## src/common/fisv_pkg.sv

```systemverilog
// Purpose: shared constants for the flash init, security and verify block
// Assumes: 16-bit nonvolatile words, word addressed array port
// Notes: register offsets are byte addresses on the plain register port
package fisv_pkg;
    // register offsets
    localparam logic [7:0] FISV_STAT_ADDR = 8'h00;
    localparam logic [7:0] FISV_IDX_ADDR = 8'h04;
    localparam logic [7:0] FISV_CCOB_ADDR = 8'h08;
    localparam logic [7:0] FISV_SEC_ADDR = 8'h0c;
    localparam logic [7:0] FISV_PROT_ADDR = 8'h10;
    localparam logic [7:0] FISV_OPT_ADDR = 8'h14;
    localparam logic [7:0] FISV_IRQ_STAT_ADDR = 8'h18;
    localparam logic [7:0] FISV_IRQ_MASK_ADDR = 8'h1c;
    // flash status register fields
    localparam int FISV_COMMAND_COMPLETE_FLAG_BIT = 7;
    localparam int FISV_ACCESS_ERROR_FLAG_BIT = 5;
    localparam int FISV_MEMORY_CONTROLLER_STATUS_BITS_LSB = 0;
    // security register fields
    localparam int FISV_SEC_LSB = 0;
    localparam int FISV_KEYEN_LSB = 6;
    localparam logic [1:0] FISV_SEC_UNSECURED = 2'h2;
    localparam logic [1:0] FISV_SEC_SECURED = 2'h3;
    localparam logic [1:0] FISV_KEYEN_ENABLED = 2'h2;
    // interrupt status bits
    localparam int FISV_IRQ_DONE_BIT = 0;
    localparam int FISV_IRQ_ACCESS_ERROR_FLAG_BIT = 1;
    localparam int FISV_IRQ_DBF_BIT = 2;
    // reset values and built-in fallbacks
    localparam logic [15:0] FISV_PROT_DEFAULT = 16'h0000;
    localparam logic [15:0] FISV_OPTSEC_DEFAULT = 16'h0003;
    localparam logic [15:0] FISV_ERASED_WORD = 16'hffff;
    // command opcodes and codes
    localparam logic [7:0] FISV_OP_VERIFY_ALL = 8'h01;
    localparam logic [7:0] FISV_OP_VERIFY_BLOCK = 8'h02;
    localparam logic [7:0] FISV_OP_KEY_VERIFY = 8'h0c;
    localparam logic [2:0] FISV_IDX_VERIFY = 3'h0;
    localparam logic [2:0] FISV_IDX_KEY = 3'h4;
    localparam logic [1:0] FISV_SEL_EEPROM = 2'h0;
    localparam logic [1:0] FISV_SEL_INVALID = 2'h1;
    // nonvolatile layout: prot word, option/security word, four key words
    localparam logic [17:0] FISV_NV_INIT_BASE = 18'h3ff80;
    localparam logic [2:0] FISV_INIT_LAST = 3'h5;
    localparam logic [17:0] FISV_EE_BASE = 18'h00000;
    localparam logic [17:0] FISV_PF_BASE = 18'h10000;
    // states
    typedef enum logic [1:0] {
        FISV_ST_INIT = 2'b00,
        FISV_ST_IDLE = 2'b01,
        FISV_ST_VERIFY = 2'b10,
        FISV_ST_KEY = 2'b11
    } fisv_state_t;
endpackage

```

## src/hw/fisv_sequencer.sv

```systemverilog
// Purpose: reset initialization, command launch, erase verify and unsecure
// Assumes: array port answers a held request with a one-cycle ack
// Notes: the block never writes the array; program/erase lives elsewhere
`timescale 1ns/1ps
`default_nettype none
module fisv_sequencer #(
    parameter int EE_WORDS = 1024,
    parameter int PF_WORDS = 16384,
    parameter int CCOB_WORDS = 6
) (
    // clock and reset
    input wire logic clk_i,
    input wire logic reset_i,
    // register port
    input wire logic [7:0] reg_addr_i,
    input wire logic [31:0] reg_wdata_i,
    input wire logic reg_wr_i,
    input wire logic reg_rd_i,
    output logic [31:0] reg_rdata_o,
    // nonvolatile array read port
    output logic nvm_req_o,
    output logic [17:0] nvm_addr_o,
    input wire logic [15:0] nvm_rdata_i,
    input wire logic nvm_ack_i,
    input wire logic nvm_dbf_i,
    // mode pin and status outputs
    input wire logic special_mode_i,
    output logic cpu_stall_o,
    output logic unsecured_o,
    output logic debug_enable_o,
    output logic irq_o
);
    import fisv_pkg::*;

    if (EE_WORDS < 1 || PF_WORDS < 1 || EE_WORDS > 65536 ||
        PF_WORDS > 65536 || CCOB_WORDS < 5 || CCOB_WORDS > 8) begin : g_chk
        $error("fisv_sequencer: unsupported parameter values");
    end

    localparam logic [17:0] EE_LAST = FISV_EE_BASE + 18'(EE_WORDS - 1);
    localparam logic [17:0] PF_LAST = FISV_PF_BASE + 18'(PF_WORDS - 1);

    fisv_state_t state_ff;
    logic req_ff;
    logic [17:0] addr_ff;
    logic [17:0] last_ff;
    logic pf_next_ff;
    logic verify_all_ff;
    logic [2:0] cnt_ff;
    logic fault_ff;
    logic [15:0] prot_ff;
    logic [15:0] optsec_ff;
    logic [15:0] key_ff [4];
    logic [15:0] ccob_ff [CCOB_WORDS];
    logic [2:0] idx_ff;
    logic command_complete_flag_ff;
    logic access_error_flag_ff;
    logic [1:0] memory_controller_status_bits_ff;
    logic key_lock_ff;
    logic special_s1_ff;
    logic special_s2_ff;
    logic special_ff;
    logic dbg_en_ff;
    logic stall_ff;
    logic [2:0] irq_stat_ff;
    logic [2:0] irq_mask_ff;
    logic irq_ff;
    logic [31:0] rdata_ff;

    // register decode
    wire wr_stat = reg_wr_i && (reg_addr_i == FISV_STAT_ADDR);
    wire wr_idx = reg_wr_i && (reg_addr_i == FISV_IDX_ADDR);
    wire wr_ccob = reg_wr_i && (reg_addr_i == FISV_CCOB_ADDR);
    wire wr_istat = reg_wr_i && (reg_addr_i == FISV_IRQ_STAT_ADDR);
    wire wr_imask = reg_wr_i && (reg_addr_i == FISV_IRQ_MASK_ADDR);

    // command decode taken from word 0 of the command object
    wire [7:0] opcode = ccob_ff[0][15:8];
    wire [1:0] sel = ccob_ff[0][1:0];
    wire [1:0] sec_field = optsec_ff[FISV_SEC_LSB +: 2];
    wire [1:0] keyen_field = optsec_ff[FISV_KEYEN_LSB +: 2];
    wire is_evb = (opcode == FISV_OP_VERIFY_BLOCK);
    wire is_eva = (opcode == FISV_OP_VERIFY_ALL);
    wire is_key = (opcode == FISV_OP_KEY_VERIFY);

    // a launch needs a set flag and an idle sequencer; else it is ignored
    wire launch = wr_stat && reg_wdata_i[FISV_COMMAND_COMPLETE_FLAG_BIT] && command_complete_flag_ff &&
        (state_ff == FISV_ST_IDLE);
    wire evb_bad = is_evb && ((idx_ff != FISV_IDX_VERIFY) ||
        (sel == FISV_SEL_INVALID));
    wire eva_bad = is_eva && (idx_ff != FISV_IDX_VERIFY);
    wire key_bad = is_key && ((idx_ff != FISV_IDX_KEY) || key_lock_ff ||
        (keyen_field != FISV_KEYEN_ENABLED));
    wire cmd_bad = evb_bad || eva_bad || key_bad || !(is_evb || is_eva ||
        is_key);
    wire cmd_go = launch && !cmd_bad;
    wire cmd_err = launch && cmd_bad;

    // array read handshake and verify outcome
    wire got = req_ff && nvm_ack_i;
    wire not_blank = got && (nvm_rdata_i != FISV_ERASED_WORD);
    wire at_last = (addr_ff == last_ff);
    wire verify_fail = (state_ff == FISV_ST_VERIFY) &&
        (not_blank || (got && nvm_dbf_i));
    wire verify_end = (state_ff == FISV_ST_VERIFY) && got &&
        (verify_fail || (at_last && !pf_next_ff));
    wire init_end = (state_ff == FISV_ST_INIT) && got &&
        (cnt_ff == FISV_INIT_LAST);
    wire key_match = (ccob_ff[1] == key_ff[0]) && (ccob_ff[2] == key_ff[1])
        && (ccob_ff[3] == key_ff[2]) && (ccob_ff[4] == key_ff[3]);
    wire cmd_done = verify_end || (state_ff == FISV_ST_KEY);

    // sequencer; a synchronous reset drops any command mid-flight
    always_ff @(posedge clk_i) begin
        if (reset_i) begin
            state_ff <= FISV_ST_INIT;
            req_ff <= 1'b0;
            addr_ff <= FISV_NV_INIT_BASE;
            last_ff <= FISV_NV_INIT_BASE;
            pf_next_ff <= 1'b0;
            verify_all_ff <= 1'b0;
            cnt_ff <= 3'h0;
        end else begin
            unique case (state_ff)
                FISV_ST_INIT: begin
                    req_ff <= !got && !init_end;
                    if (got) begin
                        cnt_ff <= cnt_ff + 3'h1;
                        addr_ff <= addr_ff + 18'h1;
                    end
                    if (init_end) begin
                        state_ff <= FISV_ST_IDLE;
                    end
                end
                FISV_ST_IDLE: begin
                    if (cmd_go && is_key) begin
                        state_ff <= FISV_ST_KEY;
                    end else if (cmd_go) begin
                        state_ff <= FISV_ST_VERIFY;
                        req_ff <= 1'b1;
                        verify_all_ff <= is_eva;
                        // eeprom first; verify-all then moves on to flash
                        pf_next_ff <= is_eva;
                        if (is_eva || sel == FISV_SEL_EEPROM) begin
                            addr_ff <= FISV_EE_BASE;
                            last_ff <= EE_LAST;
                        end else begin
                            addr_ff <= FISV_PF_BASE;
                            last_ff <= PF_LAST;
                        end
                    end
                end
                FISV_ST_VERIFY: begin
                    req_ff <= !got;
                    if (verify_end) begin
                        state_ff <= FISV_ST_IDLE;
                        req_ff <= 1'b0;
                    end else if (got && at_last) begin
                        pf_next_ff <= 1'b0;
                        addr_ff <= FISV_PF_BASE;
                        last_ff <= PF_LAST;
                    end else if (got) begin
                        addr_ff <= addr_ff + 18'h1;
                    end
                end
                FISV_ST_KEY: begin
                    state_ff <= FISV_ST_IDLE;
                end
            endcase
        end
    end

    // loaded configuration; defaults apply if any init read faulted
    always_ff @(posedge clk_i) begin
        if (reset_i) begin
            fault_ff <= 1'b0;
            prot_ff <= FISV_PROT_DEFAULT;
            optsec_ff <= FISV_OPTSEC_DEFAULT;
        end else if (state_ff == FISV_ST_INIT && got) begin
            fault_ff <= fault_ff || nvm_dbf_i;
            if (cnt_ff == 3'h0) begin
                prot_ff <= nvm_rdata_i;
            end
            if (cnt_ff == 3'h1) begin
                optsec_ff <= nvm_rdata_i;
            end
            if (init_end && (fault_ff || nvm_dbf_i)) begin
                prot_ff <= FISV_PROT_DEFAULT;
                optsec_ff <= FISV_OPTSEC_DEFAULT;
            end
        end else if (state_ff == FISV_ST_KEY && key_match) begin
            // only the live copy changes; the array and protection stay
            optsec_ff[FISV_SEC_LSB +: 2] <= FISV_SEC_UNSECURED;
        end else if (verify_end && !verify_fail && verify_all_ff &&
            special_ff) begin
            optsec_ff[FISV_SEC_LSB +: 2] <= FISV_SEC_UNSECURED;
        end
    end

    // backdoor keys captured during init, one word per slot
    for (genvar k = 0; k < 4; k++) begin : g_key
        always_ff @(posedge clk_i) begin
            if (reset_i) begin
                key_ff[k] <= 16'h0000;
            end else if (state_ff == FISV_ST_INIT && got &&
                cnt_ff == 3'(k + 2)) begin
                key_ff[k] <= nvm_rdata_i;
            end
        end
    end

    // command object words, written at the current index
    for (genvar w = 0; w < CCOB_WORDS; w++) begin : g_ccob
        always_ff @(posedge clk_i) begin
            if (reset_i) begin
                ccob_ff[w] <= 16'h0000;
            end else if (wr_ccob && idx_ff == 3'(w)) begin
                ccob_ff[w] <= reg_wdata_i[15:0];
            end
        end
    end

    // flash status flags
    wire nxt_access_error_flag = cmd_err || (access_error_flag_ff &&
        !(wr_stat && reg_wdata_i[FISV_ACCESS_ERROR_FLAG_BIT])); // set wins
    always_ff @(posedge clk_i) begin
        if (reset_i) begin
            command_complete_flag_ff <= 1'b0;
            access_error_flag_ff <= 1'b0;
            memory_controller_status_bits_ff <= 2'h0;
            idx_ff <= 3'h0;
            key_lock_ff <= 1'b0;
        end else begin
            access_error_flag_ff <= nxt_access_error_flag;
            if (wr_idx) begin
                idx_ff <= reg_wdata_i[2:0];
            end
            if (init_end) begin
                command_complete_flag_ff <= 1'b1;
                if (fault_ff || nvm_dbf_i) begin
                    memory_controller_status_bits_ff <= 2'h3;
                end
            end else if (cmd_go) begin
                command_complete_flag_ff <= 1'b0;
                memory_controller_status_bits_ff <= 2'h0;
            end else if (cmd_done) begin
                command_complete_flag_ff <= 1'b1;
                if (verify_fail) begin
                    memory_controller_status_bits_ff <= 2'h3;
                end
            end
            if (state_ff == FISV_ST_KEY && !key_match) begin
                key_lock_ff <= 1'b1;
            end
        end
    end

    // mode pin synchroniser; mode is frozen when init completes
    always_ff @(posedge clk_i) begin
        if (reset_i) begin
            special_s1_ff <= 1'b0;
            special_s2_ff <= 1'b0;
            special_ff <= 1'b0;
            dbg_en_ff <= 1'b0;
            stall_ff <= 1'b1;
        end else begin
            special_s1_ff <= special_mode_i;
            special_s2_ff <= special_s1_ff;
            if (init_end) begin
                special_ff <= special_s2_ff;
            end
            if (verify_end && !verify_fail && verify_all_ff && special_ff) begin
                dbg_en_ff <= 1'b1;
            end
            // hold the cpu only until the protection word is in
            if (state_ff == FISV_ST_INIT && got && cnt_ff == 3'h0) begin
                stall_ff <= 1'b0;
            end
        end
    end

    // interrupt status: write one to clear, a new event wins
    wire [2:0] irq_evt = {init_end && (fault_ff || nvm_dbf_i), cmd_err,
        cmd_done};
    wire [2:0] irq_clr = wr_istat ? reg_wdata_i[2:0] : 3'h0;
    wire [2:0] nxt_irq_stat = irq_evt | (irq_stat_ff & ~irq_clr);
    always_ff @(posedge clk_i) begin
        if (reset_i) begin
            irq_stat_ff <= 3'h0;
            irq_mask_ff <= 3'h0;
            irq_ff <= 1'b0;
        end else begin
            irq_stat_ff <= nxt_irq_stat;
            if (wr_imask) begin
                irq_mask_ff <= reg_wdata_i[2:0];
            end
            irq_ff <= |(nxt_irq_stat & irq_mask_ff);
        end
    end

    // read mux; unmapped offsets read zero
    wire [31:0] stat_word = {24'h0, command_complete_flag_ff, 1'b0, access_error_flag_ff, 3'h0,
        memory_controller_status_bits_ff};
    // widened compare so a full eight-word object is still in range
    wire [31:0] ccob_word = ({1'b0, idx_ff} < 4'(CCOB_WORDS)) ?
        {16'h0, ccob_ff[idx_ff]} : 32'h0;
    wire [31:0] rd_mux =
        (reg_addr_i == FISV_STAT_ADDR) ? stat_word :
        (reg_addr_i == FISV_IDX_ADDR) ? {29'h0, idx_ff} :
        (reg_addr_i == FISV_CCOB_ADDR) ? ccob_word :
        (reg_addr_i == FISV_SEC_ADDR) ? {24'h0, optsec_ff[7:0]} :
        (reg_addr_i == FISV_PROT_ADDR) ? {16'h0, prot_ff} :
        (reg_addr_i == FISV_OPT_ADDR) ? {24'h0, optsec_ff[15:8]} :
        (reg_addr_i == FISV_IRQ_STAT_ADDR) ? {29'h0, irq_stat_ff} :
        (reg_addr_i == FISV_IRQ_MASK_ADDR) ? {29'h0, irq_mask_ff} : 32'h0;
    always_ff @(posedge clk_i) begin
        if (reset_i) begin
            rdata_ff <= 32'h0;
        end else begin
            rdata_ff <= reg_rd_i ? rd_mux : 32'h0;
        end
    end

    // outputs straight from flops, except unsecured_o, decoded from the security field
    assign reg_rdata_o = rdata_ff;
    assign nvm_req_o = req_ff;
    assign nvm_addr_o = addr_ff;
    assign cpu_stall_o = stall_ff;
    assign unsecured_o = (sec_field == FISV_SEC_UNSECURED);
    assign debug_enable_o = dbg_en_ff;
    assign irq_o = irq_ff;
endmodule
`default_nettype wire

```

## config.mk

```make
export PLATFORM = sky130hd
export DESIGN_NAME = fisv_sequencer
export DESIGN_NICKNAME = d
export VERILOG_FILES = /design/src/common/fisv_pkg.sv /design/src/hw/fisv_sequencer.sv
export SDC_FILE = /design/constraint.sdc
export NUM_CORES = 1
export LEC_CHECK = 0
export BUFFER_PORTS_ARGS = -buffer_cell sky130_fd_sc_hd__clkbuf_2
export CELL_PAD_IN_SITES_DETAIL_PLACEMENT = 1
export CELL_PAD_IN_SITES_GLOBAL_PLACEMENT = 1
export CORE_UTILIZATION = 48
export DETAILED_ROUTE_END_ITERATION = 10
export GPL_TIMING_DRIVEN = 0
export HOLD_SLACK_MARGIN = 0.12
export PLACE_DENSITY_LB_ADDON = 0.1
export SYNTH_ARGS = -nofsm -noshare
export SYNTH_HDL_FRONTEND = slang
export SYNTH_SLANG_ARGS = --single-unit
export TNS_END_PERCENT = 100
```

## constraint.sdc

```tcl
create_clock -name clk_i -period 4.1 [get_ports clk_i]
set_input_delay 0.82 -clock clk_i [delete_from_list [all_inputs] [get_ports clk_i]]
set_output_delay 0.82 -clock clk_i [all_outputs]
set_load 0.01 [all_outputs]
```

Yosys cells after proc, flatten, opt, wreduce, memory -nomap -nowiden
Memories as Yosys holds them, arrays and structs flattened. A register that Yosys moved wholly into a read port is not among the register bits.
Index checks and enable logic that the tools add are counted.
Widths: inputs -> output; s select.
{"block": "totals", "inputBits": 63, "ram_bits": 160, "out_inout_bits": 55, "elab_cells": 281, "n_memories": 2, "regBits": 113}
{"block": "classes", "n_bitwise": 16, "n_reduce_logical": 95, "muxes": 96, "n_addsub": 2, "magnitude_cmp": 1, "n_eq_ne": 42}
{"memory": "ccob_ff", "words": 6, "word_bits": 16, "rd": 6, "rd_clocked_by_memory_dff": 1, "wr": 6, "line_no": "fisv_sequencer.sv:54", "rtl": "logic [15:0] ccob_ff [CCOB_WORDS];"}
{"memory": "key_ff", "words": 4, "word_bits": 16, "rd": 4, "rd_clocked_by_memory_dff": 0, "wr": 4, "line_no": "fisv_sequencer.sv:53", "rtl": "logic [15:0] key_ff [4];"}
{"cell": "$mux 16", "count": 18}
{"cell": "$mux 18", "count": 9}
{"cell": "$eq 16x16->1", "count": 4}
{"cell": "$pmux 18 s3", "count": 1}
{"cell": "$logic_and 1x1->1", "count": 46}
{"cell": "$mux 1", "count": 42}
{"cell": "$pmux 18 s2", "count": 1}
{"cell": "$mux 17", "count": 2}
{"cell": "$eq 8x5->1 const B", "count": 4}
{"cell": "$eq 8x4->1 const B", "count": 3}
{"cell": "$mux 2", "count": 12}
{"cell": "$mux 8", "count": 3}
{"cell": "$add 18x1->18 const B", "count": 1}
{"cell": "$eq 18x18->1", "count": 1}
{"cell": "$ne 16x16->1 const B", "count": 1}
{"cell": "$mux 3", "count": 5}
{"cell": "$reduce_bool 3->1", "count": 5}
{"cell": "$logic_or 1x1->1", "count": 14}
{"cell": "$eq 3x2->1 const B", "count": 4}
{"cell": "$eq 3x3->1 const B", "count": 4}
{"cell": "$ne 2x2->1 const B", "count": 6}
{"cell": "$reduce_and 3->1", "count": 4}
{"cell": "$or 1x1->1", "count": 10}
{"cell": "$eq 8x1->1 const B", "count": 1}
{"cell": "other kinds (28)", "count": 51}

Depth between registers and ports, before layout
Gate-level depths: netlist of the first run.
{"block": "logic_depth", "word_depth": 12, "ltp_mapped": 9, "ltp_nobuf": 8}

Worst setup path before layout of the first run
No wires, ideal clock.
{"block": "synth_timing", "path_type": "input to register", "from": "in reg_addr_i[7]", "to": "mem ccob_ff[2][0], enable pin", "path_buffers": 0, "setup_ns": 0.411, "required_ns": 3.689, "setup_slack_ns": 0.754, "cell_stages": 4, "arrival_time_ns": 2.935, "path_cell_list": "nor4_4 > nand3_1 > or3_1 > o21ai_0"}
{"element": "start: declaration", "line_no": "fisv_sequencer.sv:15", "rtl": "input wire logic [7:0] reg_addr_i,"}
{"element": "end: declaration", "line_no": "fisv_sequencer.sv:54"}

==> metrics.csv, run 1 <==
stage;metric;value;unit
status;status;finished clean;
sta;minimum clock period;3580;ps
grt;number of global-route vias before repair;9714;
synth;sequential-to-total area share from yosys stat;0.549;
routing;WL/cell;26.0;um
critical_path;CP Capture Type;flop;
critical_path;Crit Path Category;in -> reg;
sta;Setup violations, final;0;
grt;Global Route Usage Sum;0.320;
clock_network;CTS Buf Count;30;
final_layout;register area;0.00681;mm^2
die;Die Span X;163;um
sta;Max Slew Vio Count;0;
grt;total global routing overflow;0;
power_and_ir_drop;Power Dens Cells;491;mW/mm^2
critical_path;Worst Setup Start Kind;primary input;
worst_hold_path;hold_sp;special_s1_ff;
synth;ys async rst share;0;
critical_path;worst reg2reg setup slack;1130;ps
die;Placeable Area;0.0253;mm^2
grt;gr busiest metal;met2;
grt;met2 Use GR;0.505;
job;Max-Cap Viols;0;
routing;initial DRC count;855;
routing;via count;9793;
die;Initial Util;0.491;
power_and_ir_drop;Leak;0.00547;uW
clock_network;Root Driver;clkbuf_16;
final_layout;Multi-input gate area;0.00527;mm^2
critical_path;worst r2r dst;nvm_addr_o[13];
final_layout;Final #Nets;1325;
worst_hold_path;hold endpoint;special_s2_ff;
die;io pins;118;
synth;FF+latch count, synth;260;
die;die span in y;163;um
synth;Post-synth EDFFs;160;
synth;prevailing post-synth register cell;edfxtp_1;
clock_network;CTS resizes;0;
worst_hold_path;hold crit path type;reg -> reg;
critical_path;start of the worst register-to-register path;ccob_ff[0][12];
synth;Synth Instances;1114;
synth;Synth Area per Inst;11.1;um^2
critical_path;Data arrival, critical path;4010;ps
clock_network;H-tree levels;1;
sta;Final Hold Viols;0;
sta;Slew @ Worst Pin;1110;ps
sta;clock skew;10.1;ps
sta;Max Clk Rate;280;MHz
placement;Post-DP HPWL;30300;um
worst_hold_path;Worst Hold Depth;1;
final_layout;FILL cells;2767;
grt;largest net degree at the start of global routing;17;
die;Rows;58;
synth;mapped cell area;0.0124;mm^2
grt;antenna violations before repair;0;
grt;met3 Usage GRT;0.0606;
critical_path;required time of the critical path;4530;ps
clock_network;clock-pin slew on the worst setup and hold paths;60;ps
grt;M1 GR Usage;0.448;
clock_network;Post-CTS Setup Inserts;0;
power_and_ir_drop;Peak VDD IR;0.351;mV
final_layout;final non-filler cell total;1605;
routing;vias per cell;6.10;
clock_network;clk_lat worst skew;580;ps
critical_path;critical path fanouts, max;10;
routing;Final ANT Viol Nets;0;
sta;max_slew headroom;0.252;
clock_network;clock tree buffer depth;3;
routing;DRT Pass-1 Iters;6;
final_layout;n_diodes;0;
placement;GPL Wtd Cong;0.872;
power_and_ir_drop;Power, Total;7060;uW
sta;Period Utilization, post-route;0.873;
clock_network;Sink Count;260;
final_layout;share of cells above drive strength 1;0.161;
placement;dpl cells;1550;
routing;DRT Wirelength;41800;um
synth;Netlist cell types;73;
clock_network;CTS tree;built;
grt;global-route wire length before repair;61600;um
sta;RSZ-0062 raised after global routing;no;
die;Die ar.;0.0265;mm^2
final_layout;P&R area growth vs syn;15.9;%
critical_path;R2R cell count;7;
routing;# DRC;0;
clock_network;Post-CTS Hold Buffers;0;
placement;# port buffers;85;
synth;synth warn;0;
-- worst max path at each step --
stage	start	end	slack, ps
floorplan	reg_addr_i[7]	ccob_ff[2][0]	750
global placement	reg_addr_i[1]	ccob_ff[3][10]	-880
detailed placement	reg_addr_i[1]	ccob_ff[2][15]	150
CTS	reg_addr_i[1]	ccob_ff[3][10]	710
global route	reg_addr_i[1]	ccob_ff[3][5]	540
finish	reg_addr_i[1]	ccob_ff[3][10]	520
-- where the power goes --
part           internal [uW]  leakage [uW]  switching (uW)
clock                   1430      0.000448            1110
sequential              2960       0.00245             198
combinational            523       0.00257             836
total                   4910       0.00547            2140
-- critical path, stage by stage --
cell and delay (ps):
clkbuf_2 100, nor3b_1 640, nand3_1 270, or3_1 470, nor3_1 880, clkbuf_1 570, and2_1 240
-- metrics by stage --
step | setup TNS [ps] | util | instance area [um^2] | setup WS (ps) | hold WS [ps]
after floorplan | 0 | - | 12500 | 754 | 414
after global placement | -58080 | 0.527 | 13300 | -879 | 423
after global routing | 0 | 0.569 | 14400 | 537 | 457
after detailed placement | 0 | 0.533 | 13400 | 148 | 441
final | 0 | 0.569 | 14400 | 522 | 446
after CTS | 0 | 0.569 | 14400 | 708 | 450
-- logic make-up (layout without fill, tap and decap cells) --
| family | after synthesis | in the layout | synth area share |
|---|---|---|---|
| simple gates | 473 | 473 | 0.209 |
| flops | 260 | 260 | 0.549 |
| compound gates | 176 | 176 | 0.101 |
| buf+inv | 87 | 233 | 0.0347 |
| xor+xnor | 67 | 67 | 0.0473 |
| mux | 40 | 40 | 0.0489 |
| fa+ha+maj | 10 | 10 | 0.0101 |
| other cells | 1 | 16 | 0.000302 |
-- flip-flops by register name (all words and copies together), names as in the netlist, 2 cells and up, named ones only --
| signal | flops |
|---|---|
| ccob_ff | 96 |
| key_ff | 64 |
| nvm_addr_o | 18 |
| optsec_ff | 16 |
| prot_ff | 16 |
| reg_rdata_o | 16 |
| cnt_ff | 3 |
| idx_ff | 3 |
| irq_mask_ff | 3 |
| irq_stat_ff | 3 |
| last_ff | 3 |
| state_ff | 2 |
-- cell type report --
class / instances / share of cell area
flip-flops and latches: 260 / 0.474
multi-input cells: 782 / 0.367
clock buffers: 39 / 0.0553
repair buffers: 91 / 0.0367
well taps: 330 / 0.0287
plain buffers: 74 / 0.0266
clock inverters: 16 / 0.00871
inverters: 13 / 0.00340
-- metal layers --
metal | vias to the layer above | part of all wire
met2 | 463 | 0.46
met3 | 70 | 0.096
met5 | - | 0
li1 | 4327 | -
met4 | 0 | 0.027
met1 | 4933 | 0.42
-- cell usage after synthesis, types with 4 or more instances --
cell | number | area share
and3_1 | 17 | 0.0086
nor2_1 | 59 | 0.018
buf_4 | 19 | 0.012
xor2_1 | 66 | 0.047
a221oi_1 | 5 | 0.0035
and2_1 | 165 | 0.083
nor3_1 | 17 | 0.0069
and4_1 | 4 | 0.0028
o2bb2ai_1 | 4 | 0.0028
nand2_1 | 91 | 0.028
nor2b_1 | 6 | 0.0030
a211oi_1 | 4 | 0.0024
or4_1 | 6 | 0.0036
a211o_1 | 4 | 0.0028
buf_2 | 7 | 0.0028
mux4_2 | 15 | 0.027
buf_1 | 4 | 0.0012
a222oi_1 | 5 | 0.0040
mux2i_1 | 22 | 0.018
nand4_1 | 16 | 0.0081
nand2b_1 | 4 | 0.0020
a311oi_1 | 4 | 0.0028
o31ai_1 | 4 | 0.0024
a221o_1 | 10 | 0.0081
edfxtp_1 | 160 | 0.39
a22oi_1 | 13 | 0.0079
nor4_1 | 24 | 0.012
o21ai_0 | 15 | 0.0061
inv_1 | 13 | 0.0039
ha_1 | 10 | 0.010
o211ai_1 | 11 | 0.0067
or3_1 | 4 | 0.0020
clkbuf_1 | 40 | 0.012
a21oi_1 | 65 | 0.026
dfxtp_1 | 100 | 0.16
nand3_1 | 41 | 0.017
a32o_1 | 7 | 0.0056
-- layout by cell type (no fill, tap or decap), types with 19 or more instances in the layout --
cell type and count:
edfxtp_1 160, clkbuf_16 30, mux2i_1 22, xor2_1 66
nor4_1 24, nor2_1 59, a21oi_1 65, nand2_1 91
nand3_1 41, clkbuf_2 86, and2_1 165, buf_4 19
clkbuf_1 48, dfxtp_1 100
(Power assumes the default switching activity.)
==> run 2, diff against run 1 <==
RECOVER_POWER = 100   (was default)
==> run 2 against run 1 <==
Net effect: the run now ends with max-capacitance violations, max-slew violations left; critical path type unchanged; worst hold slack better by 0.59 ps; maximum frequency is 5.1% lower; utilization down 0.73 points; combinational power fell by 3%; worst setup slack worse by 190 ps; final area decreased by 1.3%; global-route usage did not move; clock-buffer cell count is the same; highest routed layer unchanged; first-iteration DRC count is 5.5% lower; cell count is the same.
==> metrics.csv, run 2 (synthesis gave the netlist of run 1 again) <==
stage;metric;value;unit;change
clock_network;Post-CTS Setup Inserts;0;;unchanged
routing;Final ANT Viol Nets;0;;unchanged
final_layout;n_diodes;0;;unchanged
grt;met2 Use GR;0.505;;unchanged
grt;antenna violations before repair;0;;unchanged
clock_network;Root Driver;clkbuf_16;;
critical_path;Data arrival, critical path;3970;ps;-40 ps
routing;via count;9825;;+0.33%
clock_network;clock tree buffer depth;3;;unchanged
critical_path;required time of the critical path;4300;ps;-230 ps
final_layout;FILL cells;2795;;+1.0%
status;status;finished with violations;;
grt;global-route wire length before repair;61600;um;unchanged
final_layout;fin util;0.562;;-0.00733
routing;DRT Pass-1 Iters;5;;-1
clock_network;Sink Count;260;;unchanged
power_and_ir_drop;Sw Ratio;0.305;;+0.000838
grt;largest net degree at the start of global routing;17;;unchanged
worst_hold_path;hold crit path type;reg -> reg;;
die;io pins;118;;unchanged
power_and_ir_drop;Comb pwr share;0.188;;-0.004
clock_network;CTS tree;built;;
sta;Period Utilization, post-route;0.919;;+0.0469
clock_network;Post-CTS Hold Buffers;0;;unchanged
routing;# DRC;0;;unchanged
power_and_ir_drop;Power Dens Cells;495;mW/mm^2;+0.77%
grt;number of global-route vias before repair;9714;;unchanged
critical_path;Worst Setup Start Kind;primary input;;
sta;Max Slew Vio Count;42;;+42
critical_path;start of the worst register-to-register path;ccob_ff[0][12];;
critical_path;critical path fanouts, max;11;;+1
placement;GPL Wtd Cong;0.872;;unchanged
grt;Global Route Usage Sum;0.320;;unchanged
clock_network;clock-pin slew on the worst setup and hold paths;60;ps;about the same
critical_path;CP Capture Type;flop;;
critical_path;Crit Path Category;in -> reg;;
placement;# port buffers;85;;unchanged
die;die span in y;163;um;unchanged
die;Initial Util;0.491;;unchanged
critical_path;crit path from;reg_addr_i[1];;
final_layout;most frequent cells in the layout;edfxtp_1, and2_0, clkbuf_1;;
die;Die Span X;163;um;unchanged
routing;initial DRC count;808;;-5.5%
sta;setup TNS;0;ps;unchanged
grt;M1 GR Usage;0.448;;unchanged
final_layout;share of cells above drive strength 1;0.113;;-0.0478
job;Max-Cap Viols;3;;+3
power_and_ir_drop;Sequential Power Share;0.450;;+0.002
routing;WL/cell;26.0;um;about the same
sta;Setup violations, final;0;;unchanged
die;Placeable Area;0.0253;mm^2;unchanged
routing;DRT Wirelength;41800;um;about the same
clock_network;clk_lat worst skew;580;ps;about the same
final_layout;most common cell after layout, fill and taps aside;edfxtp_1;;
grt;gr busiest metal;met2;;
die;Die ar.;0.0265;mm^2;unchanged
die;Rows;58;;unchanged
final_layout;Largest register FFs;96;;unchanged
sta;max_slew headroom;-0.134;;-0.386
grt;total global routing overflow;0;;unchanged
power_and_ir_drop;Internal Power;4880;uW;-0.65%
sta;clock skew;12.4;ps;+2.23 ps
routing;vias per cell;6.12;;+0.33%
final_layout;Final #Nets;1325;;unchanged
grt;met3 Usage GRT;0.0606;;unchanged
placement;Post-DP HPWL;30300;um;unchanged
clock_network;H-tree levels;1;;unchanged
clock_network;CTS Buf Count;30;;unchanged
status;failing checks;max-capacitance violations, max-slew violations;;
power_and_ir_drop;power share of the clock group;0.362;;+0.002
worst_hold_path;hold_sp;special_s1_ff;;
sta;Final Hold Viols;0;;unchanged
power_and_ir_drop;Sw Pwr;2140;uW;-0.25%
power_and_ir_drop;Peak VDD IR;0.347;mV;-1.1%
sta;Slew @ Worst Pin;1680;ps;+570 ps
sta;minimum clock period;3770;ps;+192 ps
clock_network;CTS resizes;0;;unchanged
final_layout;Largest Register;ccob_ff;;
power_and_ir_drop;Leak;0.00515;uW;-5.8%
power_and_ir_drop;Power, Total;7020;uW;-0.53%
sta;RSZ-0062 raised after global routing;no;;
final_layout;P&R area growth vs syn;14.4;%;
sta;Max Clk Rate;265;MHz;-5.1%
run 2: worst max-delay path, cell delays in order:
cell and delay [ps]:
clkbuf_1 100, nor3b_1 640, nand3_1 260, or3_1 440
o21ai_0 980, clkbuf_1 700
run 2: area by class of cell:
type                       instances  area (um^2)  area share
sequential                       260         6810       0.480
multi-input combinational        782         5220       0.368
clock buffer                      39          795      0.0560
timing repair buffer              91          418      0.0295
tap                              330          413      0.0291
buffer                            74          363      0.0256
clock inverter                    16          125     0.00882
inverter                          13         48.8     0.00344
run 2: final timing paths:
check | to | slack, ps | depth (start not counted)
worst max-delay path | ccob_ff[3][10] | 330 | 6
worst min register to register | special_s2_ff | 450 | 1
worst max register to register | nvm_addr_o[10] | 930 | 7
worst min-delay path | special_s2_ff | 450 | 1
run 2: metrics by stage:
stage               hold WS (ps)  cell area, um^2  instances  setup WS, ps
floorplan                    414            12500       1129           754
global placement             423            13300       1544          -879
detailed placement           441            13400       1550           148
CTS                          450            14400       1605           708
global route                 457            14200       1605           287
finish                       447            14200       1605           330
run 2: power by group through the flow:
| stage | sequential, uW | combinational [uW] | clock (uW) |
|---|---|---|---|
| finish | 3160 | 1320 | 2540 |
| global route | 3180 | 1430 | 2640 |
| CTS | 3150 | 1350 | 2550 |
| detailed placement | 3200 | 1340 | 0 |
| global placement | 3200 | 1300 | 0 |
| floorplan | 3170 | 882 | 0 |
run 2: routing by layer:
metal	part of all wire	wire [um]	vias to the layer above
met4	0.028	1150	0
li1	-	-	4330
met5	0	0	-
met1	0.42	17700	4975
met3	0.092	3860	68
met2	0.46	19000	452
